--- src/common/serial_pkg.sv ---
package serial_pkg;
	// register map
	localparam logic [7:0] SERIAL_CONTROL_ADDR = 8'h98;
	localparam logic [7:0] SERIAL_DATA_BUFFER_ADDR = 8'h99;
	localparam logic [7:0] SERIAL_CONTROL_RST  = 8'h00;
	localparam logic [7:0] SERIAL_DATA_BUFFER_RST  = 8'h00;
	// serial_control fields
	localparam int MSEL_HI_BIT = 7;
	localparam int MSEL_LO_BIT = 6;
	localparam int MPF_BIT     = 5;
	localparam int RXEN_BIT    = 4;
	localparam int TX9_BIT     = 3;
	localparam int RX9_BIT     = 2;
	localparam int TXF_BIT     = 1;
	localparam int RXF_BIT     = 0;
	// mode codes, high select bit first
	localparam logic [1:0] MODE_SHIFT = 2'h0;
	localparam logic [1:0] MODE_VAR8  = 2'h1;
	localparam logic [1:0] MODE_FIX9  = 2'h2;
	localparam logic [1:0] MODE_VAR9  = 2'h3;
	// timing
	localparam int TICKS_PER_BIT = 16;
	localparam logic [3:0] SHIFT_LAST = 4'h7;
	localparam logic [3:0] STOP_IDX8  = 4'h9;
	localparam logic [3:0] STOP_IDX9  = 4'hA;
endpackage

--- src/hdl/bit_timer.sv ---
`timescale 1ns/1ps
module bit_timer #(
	parameter int TICKS = 16
) (
	// clock and reset
	input  wire logic clk,
	input  wire logic rst_n,
	// control
	input  wire logic restart,
	input  wire logic tick,
	// bit phase pulses
	output logic      mid,
	output logic      last
);
	localparam int W = $clog2(TICKS);
	localparam logic [W-1:0] MID_CNT  = W'(TICKS / 2 - 1);
	localparam logic [W-1:0] LAST_CNT = W'(TICKS - 1);

	logic [W-1:0] cnt_r;
	logic [W-1:0] cnt_nxt;

	always_comb
	begin
		cnt_nxt = cnt_r;
		if (restart)
			cnt_nxt = '0;
		else if (tick)
			cnt_nxt = cnt_r + W'(1);
	end

	always_ff @(posedge clk or negedge rst_n)
	begin
		if (!rst_n)
			cnt_r <= '0;
		else
			cnt_r <= cnt_nxt;
	end

	assign mid  = tick && !restart && cnt_r == MID_CNT;
	assign last = tick && !restart && cnt_r == LAST_CNT;
endmodule

--- src/hdl/serial_port.sv ---
// What this block does
// - Async transmitter and receiver run independently; send and receive overlap.
// - One-byte receive buffer; a new byte overwrites an unread one.
// - Data buffer address: write loads transmit, read returns receive reg.
// - Serial control is bit addressable and resets to all zeros.
// - Mode bits: 00 shift, 01 8-bit variable, 10 9-bit fixed, 11 9-bit var.
// - 9-bit modes with filter set: no receive flag if ninth bit is 0.
// - 8-bit variable mode with filter set: flag only on valid stop bit.
// - Receive enable gates the start of any new reception.
// - 9-bit modes send the transmit ninth bit field as the ninth bit.
// - Received ninth bit, or stop bit in 8-bit mode, goes to rx ninth.
// - Tx done set after 8th bit or at stop start; software clears.
// - Rx flag set after 8th bit or mid stop bit; software clears.
// - Shift mode: data on receive pin, transmit pin gives shift clock.
// - Shift mode: buffer write shifts eight bits out, LSB first.
// - Shift mode: receive starts when enable is 1 and rx flag is 0.
// - 8-bit frame: start 0, eight data LSB first, stop 1.
// - 9-bit frame adds ninth bit; fixed rate core/32 or core/16.
// - Variable modes: bit is sixteen timer ticks, rx/tx source selectable.
`timescale 1ns/1ps
module serial_port (
	// clock and reset
	input  wire logic       CLK,
	input  wire logic       RST_N,
	// register port
	input  wire logic [7:0] SFR_ADDR,
	input  wire logic [7:0] SFR_WDATA,
	input  wire logic       SFR_WR,
	input  wire logic       SFR_RD,
	input  wire logic       SFR_BIT_WR,
	input  wire logic [2:0] SFR_BIT_SEL,
	input  wire logic       SFR_BIT_VAL,
	output logic      [7:0] SFR_RDATA,
	// rate selection
	input  wire logic       BAUD_DOUBLE,
	input  wire logic       RX_TICK_SOURCE_SEL,
	input  wire logic       TX_TICK_SOURCE_SEL,
	input  wire logic       TMR1_TICK,
	input  wire logic       TMR2_TICK,
	// serial pins
	input  wire logic       RXD_IN,
	output logic            RXD_OUT,
	output logic            RXD_OE,
	output logic            TXD
);
	typedef enum logic [1:0] {TX_IDLE = 2'b01, TX_SEND = 2'b10} tx_e;
	typedef enum logic [3:0] {
		RX_IDLE  = 4'b0001,
		RX_START = 4'b0010,
		RX_DATA  = 4'b0100,
		RX_STOP  = 4'b1000
	} rx_e;
	typedef enum logic [2:0] {
		M0_IDLE = 3'b001,
		M0_TX   = 3'b010,
		M0_RX   = 3'b100
	} m0_e;

	function automatic logic hit(input logic [7:0] a, input logic [7:0] r);
		hit = a == r;
	endfunction

	// register state
	logic [7:0] serial_control_r;
	logic [7:0] serial_control_nxt;
	logic [7:0] rx_buf_r;
	logic [7:0] rx_buf_nxt;
	logic [7:0] rdata_nxt;
	// pin sync and rate
	logic       rxd_s1_r;
	logic       rxd_s2_r;
	logic       rxd_s3_r;
	logic       div2_r;
	// async tx
	tx_e        tx_state_r;
	tx_e        tx_state_nxt;
	logic [10:0] tx_sh_r;
	logic [10:0] tx_sh_nxt;
	logic [3:0] tx_cnt_r;
	logic [3:0] tx_cnt_nxt;
	// async rx
	rx_e        rx_state_r;
	rx_e        rx_state_nxt;
	logic [8:0] rx_sh_r;
	logic [8:0] rx_sh_nxt;
	logic [3:0] rx_cnt_r;
	logic [3:0] rx_cnt_nxt;
	// shift mode
	m0_e        m0_state_r;
	m0_e        m0_state_nxt;
	logic [7:0] m0_sh_r;
	logic [7:0] m0_sh_nxt;
	logic [3:0] m0_cnt_r;
	logic [3:0] m0_cnt_nxt;
	logic       m0_ph_r;
	logic       m0_ph_nxt;
	// events and pins
	logic       ti_set;
	logic       tx_stop_set;
	logic       ri_set;
	logic       rx_load;
	logic [7:0] rx_data;
	logic       rb8_load;
	logic       rb8_val;
	logic       txd_nxt;
	logic       rxd_out_nxt;
	logic       rxd_oe_nxt;

	logic [1:0] mode;
	logic       mode0;
	logic       nine;
	logic       serial_data_buffer_wr;
	logic       fix_tick;
	logic       tx_tick;
	logic       rx_tick;
	logic       tx_restart;
	logic       rx_restart;
	logic       tx_mid;
	logic       tx_last;
	logic       rx_mid;
	logic       rx_last;
	logic       rx_fall;
	logic       accept;

	assign mode  = {serial_control_r[serial_pkg::MSEL_HI_BIT],
		serial_control_r[serial_pkg::MSEL_LO_BIT]};
	assign mode0 = mode == serial_pkg::MODE_SHIFT;
	assign nine  = mode[1];
	assign serial_data_buffer_wr = SFR_WR && hit(SFR_ADDR, serial_pkg::SERIAL_DATA_BUFFER_ADDR);
	// fixed rate: 16 ticks per bit, tick every 1 or 2 clocks
	assign fix_tick = BAUD_DOUBLE || div2_r;
	// per-direction tick source in variable modes
	assign tx_tick = (mode == serial_pkg::MODE_FIX9) ? fix_tick :
		(TX_TICK_SOURCE_SEL ? TMR2_TICK : TMR1_TICK);
	assign rx_tick = (mode == serial_pkg::MODE_FIX9) ? fix_tick :
		(RX_TICK_SOURCE_SEL ? TMR2_TICK : TMR1_TICK);
	// s1 is read only by s2; edge uses s2 and s3
	assign rx_fall = rxd_s3_r && !rxd_s2_r;

	bit_timer #(.TICKS(serial_pkg::TICKS_PER_BIT)) u_tx_timer (
		.clk     (CLK),
		.rst_n   (RST_N),
		.restart (tx_restart),
		.tick    (tx_tick),
		.mid     (tx_mid),
		.last    (tx_last)
	);

	bit_timer #(.TICKS(serial_pkg::TICKS_PER_BIT)) u_rx_timer (
		.clk     (CLK),
		.rst_n   (RST_N),
		.restart (rx_restart),
		.tick    (rx_tick),
		.mid     (rx_mid),
		.last    (rx_last)
	);

	// register file; hardware sets win over software writes
	always_comb
	begin
		serial_control_nxt   = serial_control_r;
		rx_buf_nxt = rx_buf_r;
		rdata_nxt  = SFR_RDATA;
		if (SFR_WR && hit(SFR_ADDR, serial_pkg::SERIAL_CONTROL_ADDR))
			serial_control_nxt = SFR_WDATA;
		if (SFR_BIT_WR)
			serial_control_nxt[SFR_BIT_SEL] = SFR_BIT_VAL;
		if (ti_set)
			serial_control_nxt[serial_pkg::TXF_BIT] = 1'b1;
		if (ri_set)
			serial_control_nxt[serial_pkg::RXF_BIT] = 1'b1;
		if (rb8_load)
			serial_control_nxt[serial_pkg::RX9_BIT] = rb8_val;
		if (rx_load)
			rx_buf_nxt = rx_data;
		if (SFR_RD)
		begin
			if (hit(SFR_ADDR, serial_pkg::SERIAL_CONTROL_ADDR))
				rdata_nxt = serial_control_r;
			else if (hit(SFR_ADDR, serial_pkg::SERIAL_DATA_BUFFER_ADDR))
				rdata_nxt = rx_buf_r;
			else
				rdata_nxt = 8'h00;
		end
	end

	always_ff @(posedge CLK or negedge RST_N)
	begin
		if (!RST_N)
		begin
			serial_control_r    <= serial_pkg::SERIAL_CONTROL_RST;
			rx_buf_r  <= serial_pkg::SERIAL_DATA_BUFFER_RST;
			SFR_RDATA <= 8'h00;
			rxd_s1_r  <= 1'b1;
			rxd_s2_r  <= 1'b1;
			rxd_s3_r  <= 1'b1;
			div2_r    <= 1'b0;
		end
		else
		begin
			serial_control_r    <= serial_control_nxt;
			rx_buf_r  <= rx_buf_nxt;
			SFR_RDATA <= rdata_nxt;
			rxd_s1_r  <= RXD_IN;
			rxd_s2_r  <= rxd_s1_r;
			rxd_s3_r  <= rxd_s2_r;
			div2_r    <= !div2_r;
		end
	end

	// tx apart from rx
	// async transmitter, independent of the receiver
	always_comb
	begin
		tx_state_nxt = tx_state_r;
		tx_sh_nxt    = tx_sh_r;
		tx_cnt_nxt   = tx_cnt_r;
		tx_restart   = 1'b0;
		tx_stop_set  = 1'b0;
		case (tx_state_r)
			TX_IDLE:
				// start 0, data LSB first, ninth or stop, stop 1
				if (serial_data_buffer_wr && !mode0)
				begin
					tx_state_nxt = TX_SEND;
					tx_restart   = 1'b1;
					tx_cnt_nxt   = 4'h0;
					tx_sh_nxt = {1'b1,
						nine ? serial_control_r[serial_pkg::TX9_BIT] : 1'b1,
						SFR_WDATA, 1'b0};
				end
			TX_SEND:
				// writes while busy are dropped; no queue behind the shifter
				if (tx_last)
				begin
					tx_sh_nxt  = {1'b1, tx_sh_r[10:1]};
					tx_cnt_nxt = tx_cnt_r + 4'h1;
					// flag as the stop bit reaches the line
					if (tx_cnt_r == (nine ? serial_pkg::STOP_IDX9 :
						serial_pkg::STOP_IDX8) - 4'h1)
						tx_stop_set = 1'b1;
					if (tx_cnt_r == (nine ? serial_pkg::STOP_IDX9 :
						serial_pkg::STOP_IDX8))
						tx_state_nxt = TX_IDLE;
				end
			default:
				tx_state_nxt = TX_IDLE;
		endcase
		if (mode0)
			tx_state_nxt = TX_IDLE;
	end

	always_ff @(posedge CLK or negedge RST_N)
	begin
		if (!RST_N)
		begin
			tx_state_r <= TX_IDLE;
			tx_sh_r    <= '1;
			tx_cnt_r   <= 4'h0;
		end
		else
		begin
			tx_state_r <= tx_state_nxt;
			tx_sh_r    <= tx_sh_nxt;
			tx_cnt_r   <= tx_cnt_nxt;
		end
	end

	// async receiver
	always_comb
	begin
		rx_state_nxt = rx_state_r;
		rx_sh_nxt    = rx_sh_r;
		rx_cnt_nxt   = rx_cnt_r;
		rx_restart   = 1'b0;
		accept       = 1'b0;
		case (rx_state_r)
			RX_IDLE:
				if (!mode0 && serial_control_r[serial_pkg::RXEN_BIT] && rx_fall)
				begin
					rx_state_nxt = RX_START;
					rx_restart   = 1'b1;
				end
			RX_START:
				if (rx_mid)
				begin
					rx_state_nxt = rxd_s2_r ? RX_IDLE : RX_DATA;
					rx_cnt_nxt   = 4'h0;
				end
			RX_DATA:
				if (rx_mid)
				begin
					rx_sh_nxt  = {rxd_s2_r, rx_sh_r[8:1]};
					rx_cnt_nxt = rx_cnt_r + 4'h1;
					if (rx_cnt_r == (nine ? 4'h8 : serial_pkg::SHIFT_LAST))
						rx_state_nxt = RX_STOP;
				end
			RX_STOP:
				if (rx_mid)
				begin
					rx_state_nxt = RX_IDLE;
					accept = !serial_control_r[serial_pkg::MPF_BIT] ||
						(nine ? rx_sh_r[8] : rxd_s2_r);
				end
			default:
				rx_state_nxt = RX_IDLE;
		endcase
		if (mode0)
			rx_state_nxt = RX_IDLE;
	end

	always_ff @(posedge CLK or negedge RST_N)
	begin
		if (!RST_N)
		begin
			rx_state_r <= RX_IDLE;
			rx_sh_r    <= 9'h000;
			rx_cnt_r   <= 4'h0;
		end
		else
		begin
			rx_state_r <= rx_state_nxt;
			rx_sh_r    <= rx_sh_nxt;
			rx_cnt_r   <= rx_cnt_nxt;
		end
	end

	// shift-register mode, clock phase at core/2
	always_comb
	begin
		m0_state_nxt = m0_state_r;
		m0_sh_nxt    = m0_sh_r;
		m0_cnt_nxt   = m0_cnt_r;
		m0_ph_nxt    = !m0_ph_r;
		case (m0_state_r)
			M0_IDLE:
			begin
				m0_ph_nxt  = 1'b0;
				m0_cnt_nxt = 4'h0;
				// write starts an eight-bit shift out
				if (mode0 && serial_data_buffer_wr)
				begin
					m0_state_nxt = M0_TX;
					m0_sh_nxt    = SFR_WDATA;
				end
				// receive when enabled and flag clear
				else if (mode0 && serial_control_r[serial_pkg::RXEN_BIT] &&
					!serial_control_r[serial_pkg::RXF_BIT])
					m0_state_nxt = M0_RX;
			end
			M0_TX, M0_RX:
				// sample/shift at end of clock-high half
				if (m0_ph_r)
				begin
					m0_cnt_nxt = m0_cnt_r + 4'h1;
					m0_sh_nxt  = (m0_state_r == M0_RX) ?
						{rxd_s2_r, m0_sh_r[7:1]} : {1'b1, m0_sh_r[7:1]};
					if (m0_cnt_r == serial_pkg::SHIFT_LAST)
						m0_state_nxt = M0_IDLE;
				end
			default:
				m0_state_nxt = M0_IDLE;
		endcase
		if (!mode0)
			m0_state_nxt = M0_IDLE;
	end

	always_ff @(posedge CLK or negedge RST_N)
	begin
		if (!RST_N)
		begin
			m0_state_r <= M0_IDLE;
			m0_sh_r    <= 8'h00;
			m0_cnt_r   <= 4'h0;
			m0_ph_r    <= 1'b0;
		end
		else
		begin
			m0_state_r <= m0_state_nxt;
			m0_sh_r    <= m0_sh_nxt;
			m0_cnt_r   <= m0_cnt_nxt;
			m0_ph_r    <= m0_ph_nxt;
		end
	end

	// completion events and pins
	always_comb
	begin
		logic m0_end;
		m0_end  = m0_ph_r && m0_cnt_r == serial_pkg::SHIFT_LAST;
		// shift mode done after eighth bit
		ti_set  = tx_stop_set || (m0_end && m0_state_r == M0_TX);
		rx_load = accept || (m0_end && m0_state_r == M0_RX);
		ri_set  = rx_load;
		rx_data = accept ? (nine ? rx_sh_r[7:0] : rx_sh_r[8:1]) :
			{rxd_s2_r, m0_sh_r[7:1]};
		rb8_load = accept;
		rb8_val  = nine ? rx_sh_r[8] : rxd_s2_r;
		// shift mode: clock on transmit pin, data on receive pin
		if (m0_state_nxt != M0_IDLE)
			txd_nxt = m0_ph_nxt;
		else if (tx_state_nxt == TX_SEND)
			txd_nxt = tx_sh_nxt[0];
		else
			txd_nxt = 1'b1;
		rxd_oe_nxt  = m0_state_nxt == M0_TX;
		rxd_out_nxt = rxd_oe_nxt ? m0_sh_nxt[0] : 1'b1;
	end

	always_ff @(posedge CLK or negedge RST_N)
	begin
		if (!RST_N)
		begin
			TXD     <= 1'b1;
			RXD_OUT <= 1'b1;
			RXD_OE  <= 1'b0;
		end
		else
		begin
			TXD     <= txd_nxt;
			RXD_OUT <= rxd_out_nxt;
			RXD_OE  <= rxd_oe_nxt;
		end
	end
endmodule

--- config.mk ---
export PLATFORM = sky130hd
export DESIGN_NAME = serial_port
export DESIGN_NICKNAME = d
export VERILOG_FILES = /design/src/common/serial_pkg.sv /design/src/hdl/bit_timer.sv /design/src/hdl/serial_port.sv
export SDC_FILE = /design/constraint.sdc
export NUM_CORES = 1
export LEC_CHECK = 0
export ABC_CLOCK_PERIOD_IN_PS = 3770
export BUFFER_PORTS_ARGS = -buffer_cell sky130_fd_sc_hd__buf_4
export CORE_MARGIN = 1.5
export CORE_UTILIZATION = 35
export CTS_BUF_LIST = sky130_fd_sc_hd__clkbuf_4 sky130_fd_sc_hd__clkbuf_8
export DETAILED_ROUTE_END_ITERATION = 8
export PLACE_DENSITY = 0.6
export SLEW_MARGIN = 0
export SYNTH_ARGS = -nofsm -noshare
export SYNTH_HDL_FRONTEND = slang
export SYNTH_SLANG_ARGS = --single-unit
--- constraint.sdc ---
create_clock -name CLK -period 3.77 [get_ports CLK]
set_clock_uncertainty 0.15 [all_clocks]
set_input_delay 0.5655 -clock CLK [delete_from_list [all_inputs] [get_ports CLK]]
set_output_delay 0.5655 -clock CLK [all_outputs]
set_load 0.01 [all_outputs]
==> flow_summary.toml <==
[status]
outcome = "finished clean"

[layout]
postLayoutCoreUtil = 0.409
diodes = 0
num-nets-final = 522
ff_latch_area_um2 = 2250
n_fill_cell = 1297
drive_gt1_frac = 0.215
multiInputGateArea_um2 = 2270
design_area_um2 = 5380
syn_to_final_growth_pct = 14.9

[placed_design]
dp_hpwl_um = 8050
placed_cell_area_um2 = 5140
place_ws_ns = 1.03
portBuffers = 41
gp_congestion = 0.865

[worst_setup_path]
regToRegSetupSlack_ns = 1.18
r2r-start = "serial_control_r[7]"
critPathArrivalTime_ns = 2.70
start_kind = "register"
end_kind = "register"
ff2ff_path_depth = 6
critical_path_class = "reg -> reg"
critical_path.max_fanout = 17
crit_start = "serial_control_r[7]"
required_ns = 3.89
r2r_end = "rx_sh_r[0]"

[job]
cap_violations = 0

[sta]
worstMarginPinSlew_ns = 0.836
finalSetupTns_ns = 0
grt_setup_unrepaired = "no"
slew_headroom = 0.441
min_period_over_period = 0.686
fin_crit_ns = 2.59
setup_ws_ns = 1.18
finalSetupViolCount = 0
max_freq_mhz = 387
slew_violations = 0
hold_viol = 0

[clock_tree]
cts.clk_slew.worst_paths_ns = 0.09
cts_resized = 0
cts-root-buf = "clkbuf_8"
htreeDepth = 3
clock_latency_ns = 0.38
clock-sinks = 89
cts_tree = "built"
cts_hold_buf = 0
cts_buffers = 9
postCtsSetupBuffers = 0
cts_max_path_buffers = 2

[synth]
yosysWarnings = 0
synth_top_cell_area_share = 0.374
avgSynthCellArea_um2 = 10.4
synth.top_cells.by_area = "dfrtp_1 37%, dfstp_2 11%, mux2i_1 8.3%, a22o_1 3.4%, nor2_1 3.4%"
syn_area_um2 = 4680
ys_types = 64
async_flop_share = 1.00
syn_inst = 449
synth_ff_type = "dfrtp_1"
synth-seq-area-share = 0.481
yosys-top-cells-count = "70 x dfrtp_1, 42 x nor2_1, 39 x mux2i_1"
synth_edf_count = 0
yosysTopAreaCell = "dfrtp_1"
ys_seq_elements = 89
syn-num-nets = 487
synth.most_common_cell = "dfrtp_1"

[detailed_routing]
dr.pass1.iters = 4
drt-vias-per-instance = 5.40
drc_errors = 0
ant_nets = 0
vias = 3592
wl_per_cell_um = 16.9
wl_um = 11300
drt_iter0_drc = 235

[floorplan]
die-area_um2 = 14100
boundaryPins = 42
fp-row-count = 42
start_util = 0.356
die_w_um = 119
core_um2 = 13100
die_y_um = 119

[global_routing]
grt-ovfl-total = 0
grt_pass1_vias = 3477
antenna_found_initial = 0
grtUsageTotal = 0.168
grt_pass1_wl_um = 18300
grt_max_degree = 65

[power]
power_density_nw_per_um2 = 453
p_leak_nw = 2.39
ir_worst_vdd_v = 0.000160

[hold_path]
hp-class = "in -> async"
## logic make-up after synthesis
| group | synth area share |
|---|---|
| adder cells (fa/ha/maj) | 0.0187 |
| multiplexers | 0.116 |
| flip-flops | 0.481 |
| AND/OR/NAND/NOR | 0.176 |
| XOR/XNOR | 0.0225 |
| AO/OA/AOI/OAI | 0.153 |
| buffers and inverters | 0.0334 |
## final cells by class
type | count | share of cell area
repair buffers | 46 | 0.0642
multi-input cells | 324 | 0.423
clock inverters | 4 | 0.0140
clock buffers | 12 | 0.0296
well taps | 176 | 0.0410
flip-flops and latches | 89 | 0.419
inverters | 14 | 0.00978
## metrics by stage
stage	std cells	power, mW	hold slack [ns]
finish	665	2.44	0.124
global route	665	2.58	0.119
CTS	665	2.46	0.118
detailed placement	649	1.68	0.200
global placement	649	1.65	0.198
floorplan	449	1.51	0.120
## layer usage
layer  part of all wire  GRT usage  vias to the layer above  wire length [µm]
met5                  0          0                        -                 0
met4              0.021     0.0723                        0               234
met3              0.047     0.0362                       13               528
met2               0.48      0.259                       76              5360
met1               0.46      0.228                     1785              5130
li1                   -          -                     1718                 -
## registers in the layout, summed over array words and instances, names as in the netlist, 2 cells and up
signal            cells
SFR_RDATA             8
m0_cnt_r              4
m0_sh_r               8
m0_state_r            3
rx_buf_r              8
rx_cnt_r              4
rx_sh_r               9
rx_state_r            4
serial_control_r      8
tx_cnt_r              4
tx_sh_r              11
tx_state_r            2
u_rx_timer.cnt_r      4
u_tx_timer.cnt_r      4
## cells in the final DEF, fill, tap and decap left out, drive strengths merged, types with 14 or more instances in the layout
cell	Yosys	routed
dfrtp	70	70
buf	12	46
nor2	43	43
mux2i	39	39
nand2	37	37
a21oi	20	20
dfstp	19	19
a22o	18	18
a22oi	15	15
inv	14	14
## critical path: stages, from the launching register on
cell	delay, ns
dfrtp_1	0.46
buf_4	0.25
o21ba_2	0.24
and3_1	0.20
nand3b_1	0.31
nor2_2	0.46
mux2_2	0.39
## worst max path at each step
stage | endpoint | cells after the start | slack (ns)
detailed placement | RXD_OUT | 6 | 1.03
global route | rx_sh_r[1] | 6 | 0.98
global placement | RXD_OUT | 6 | 1.07
CTS | rx_sh_r[0] | 6 | 1.15
finish | rx_sh_r[0] | 6 | 1.18
floorplan | serial_control_r[2] | 7 | 1.29
## report_power, final
part           internal (mW)  leakage [nW]  total [mW]  switching (mW)
clock                  0.417         0.112       0.773           0.356
combinational          0.216          1.22       0.485           0.269
sequential              1.07          1.06        1.18           0.109
(Power assumes the default switching activity.)
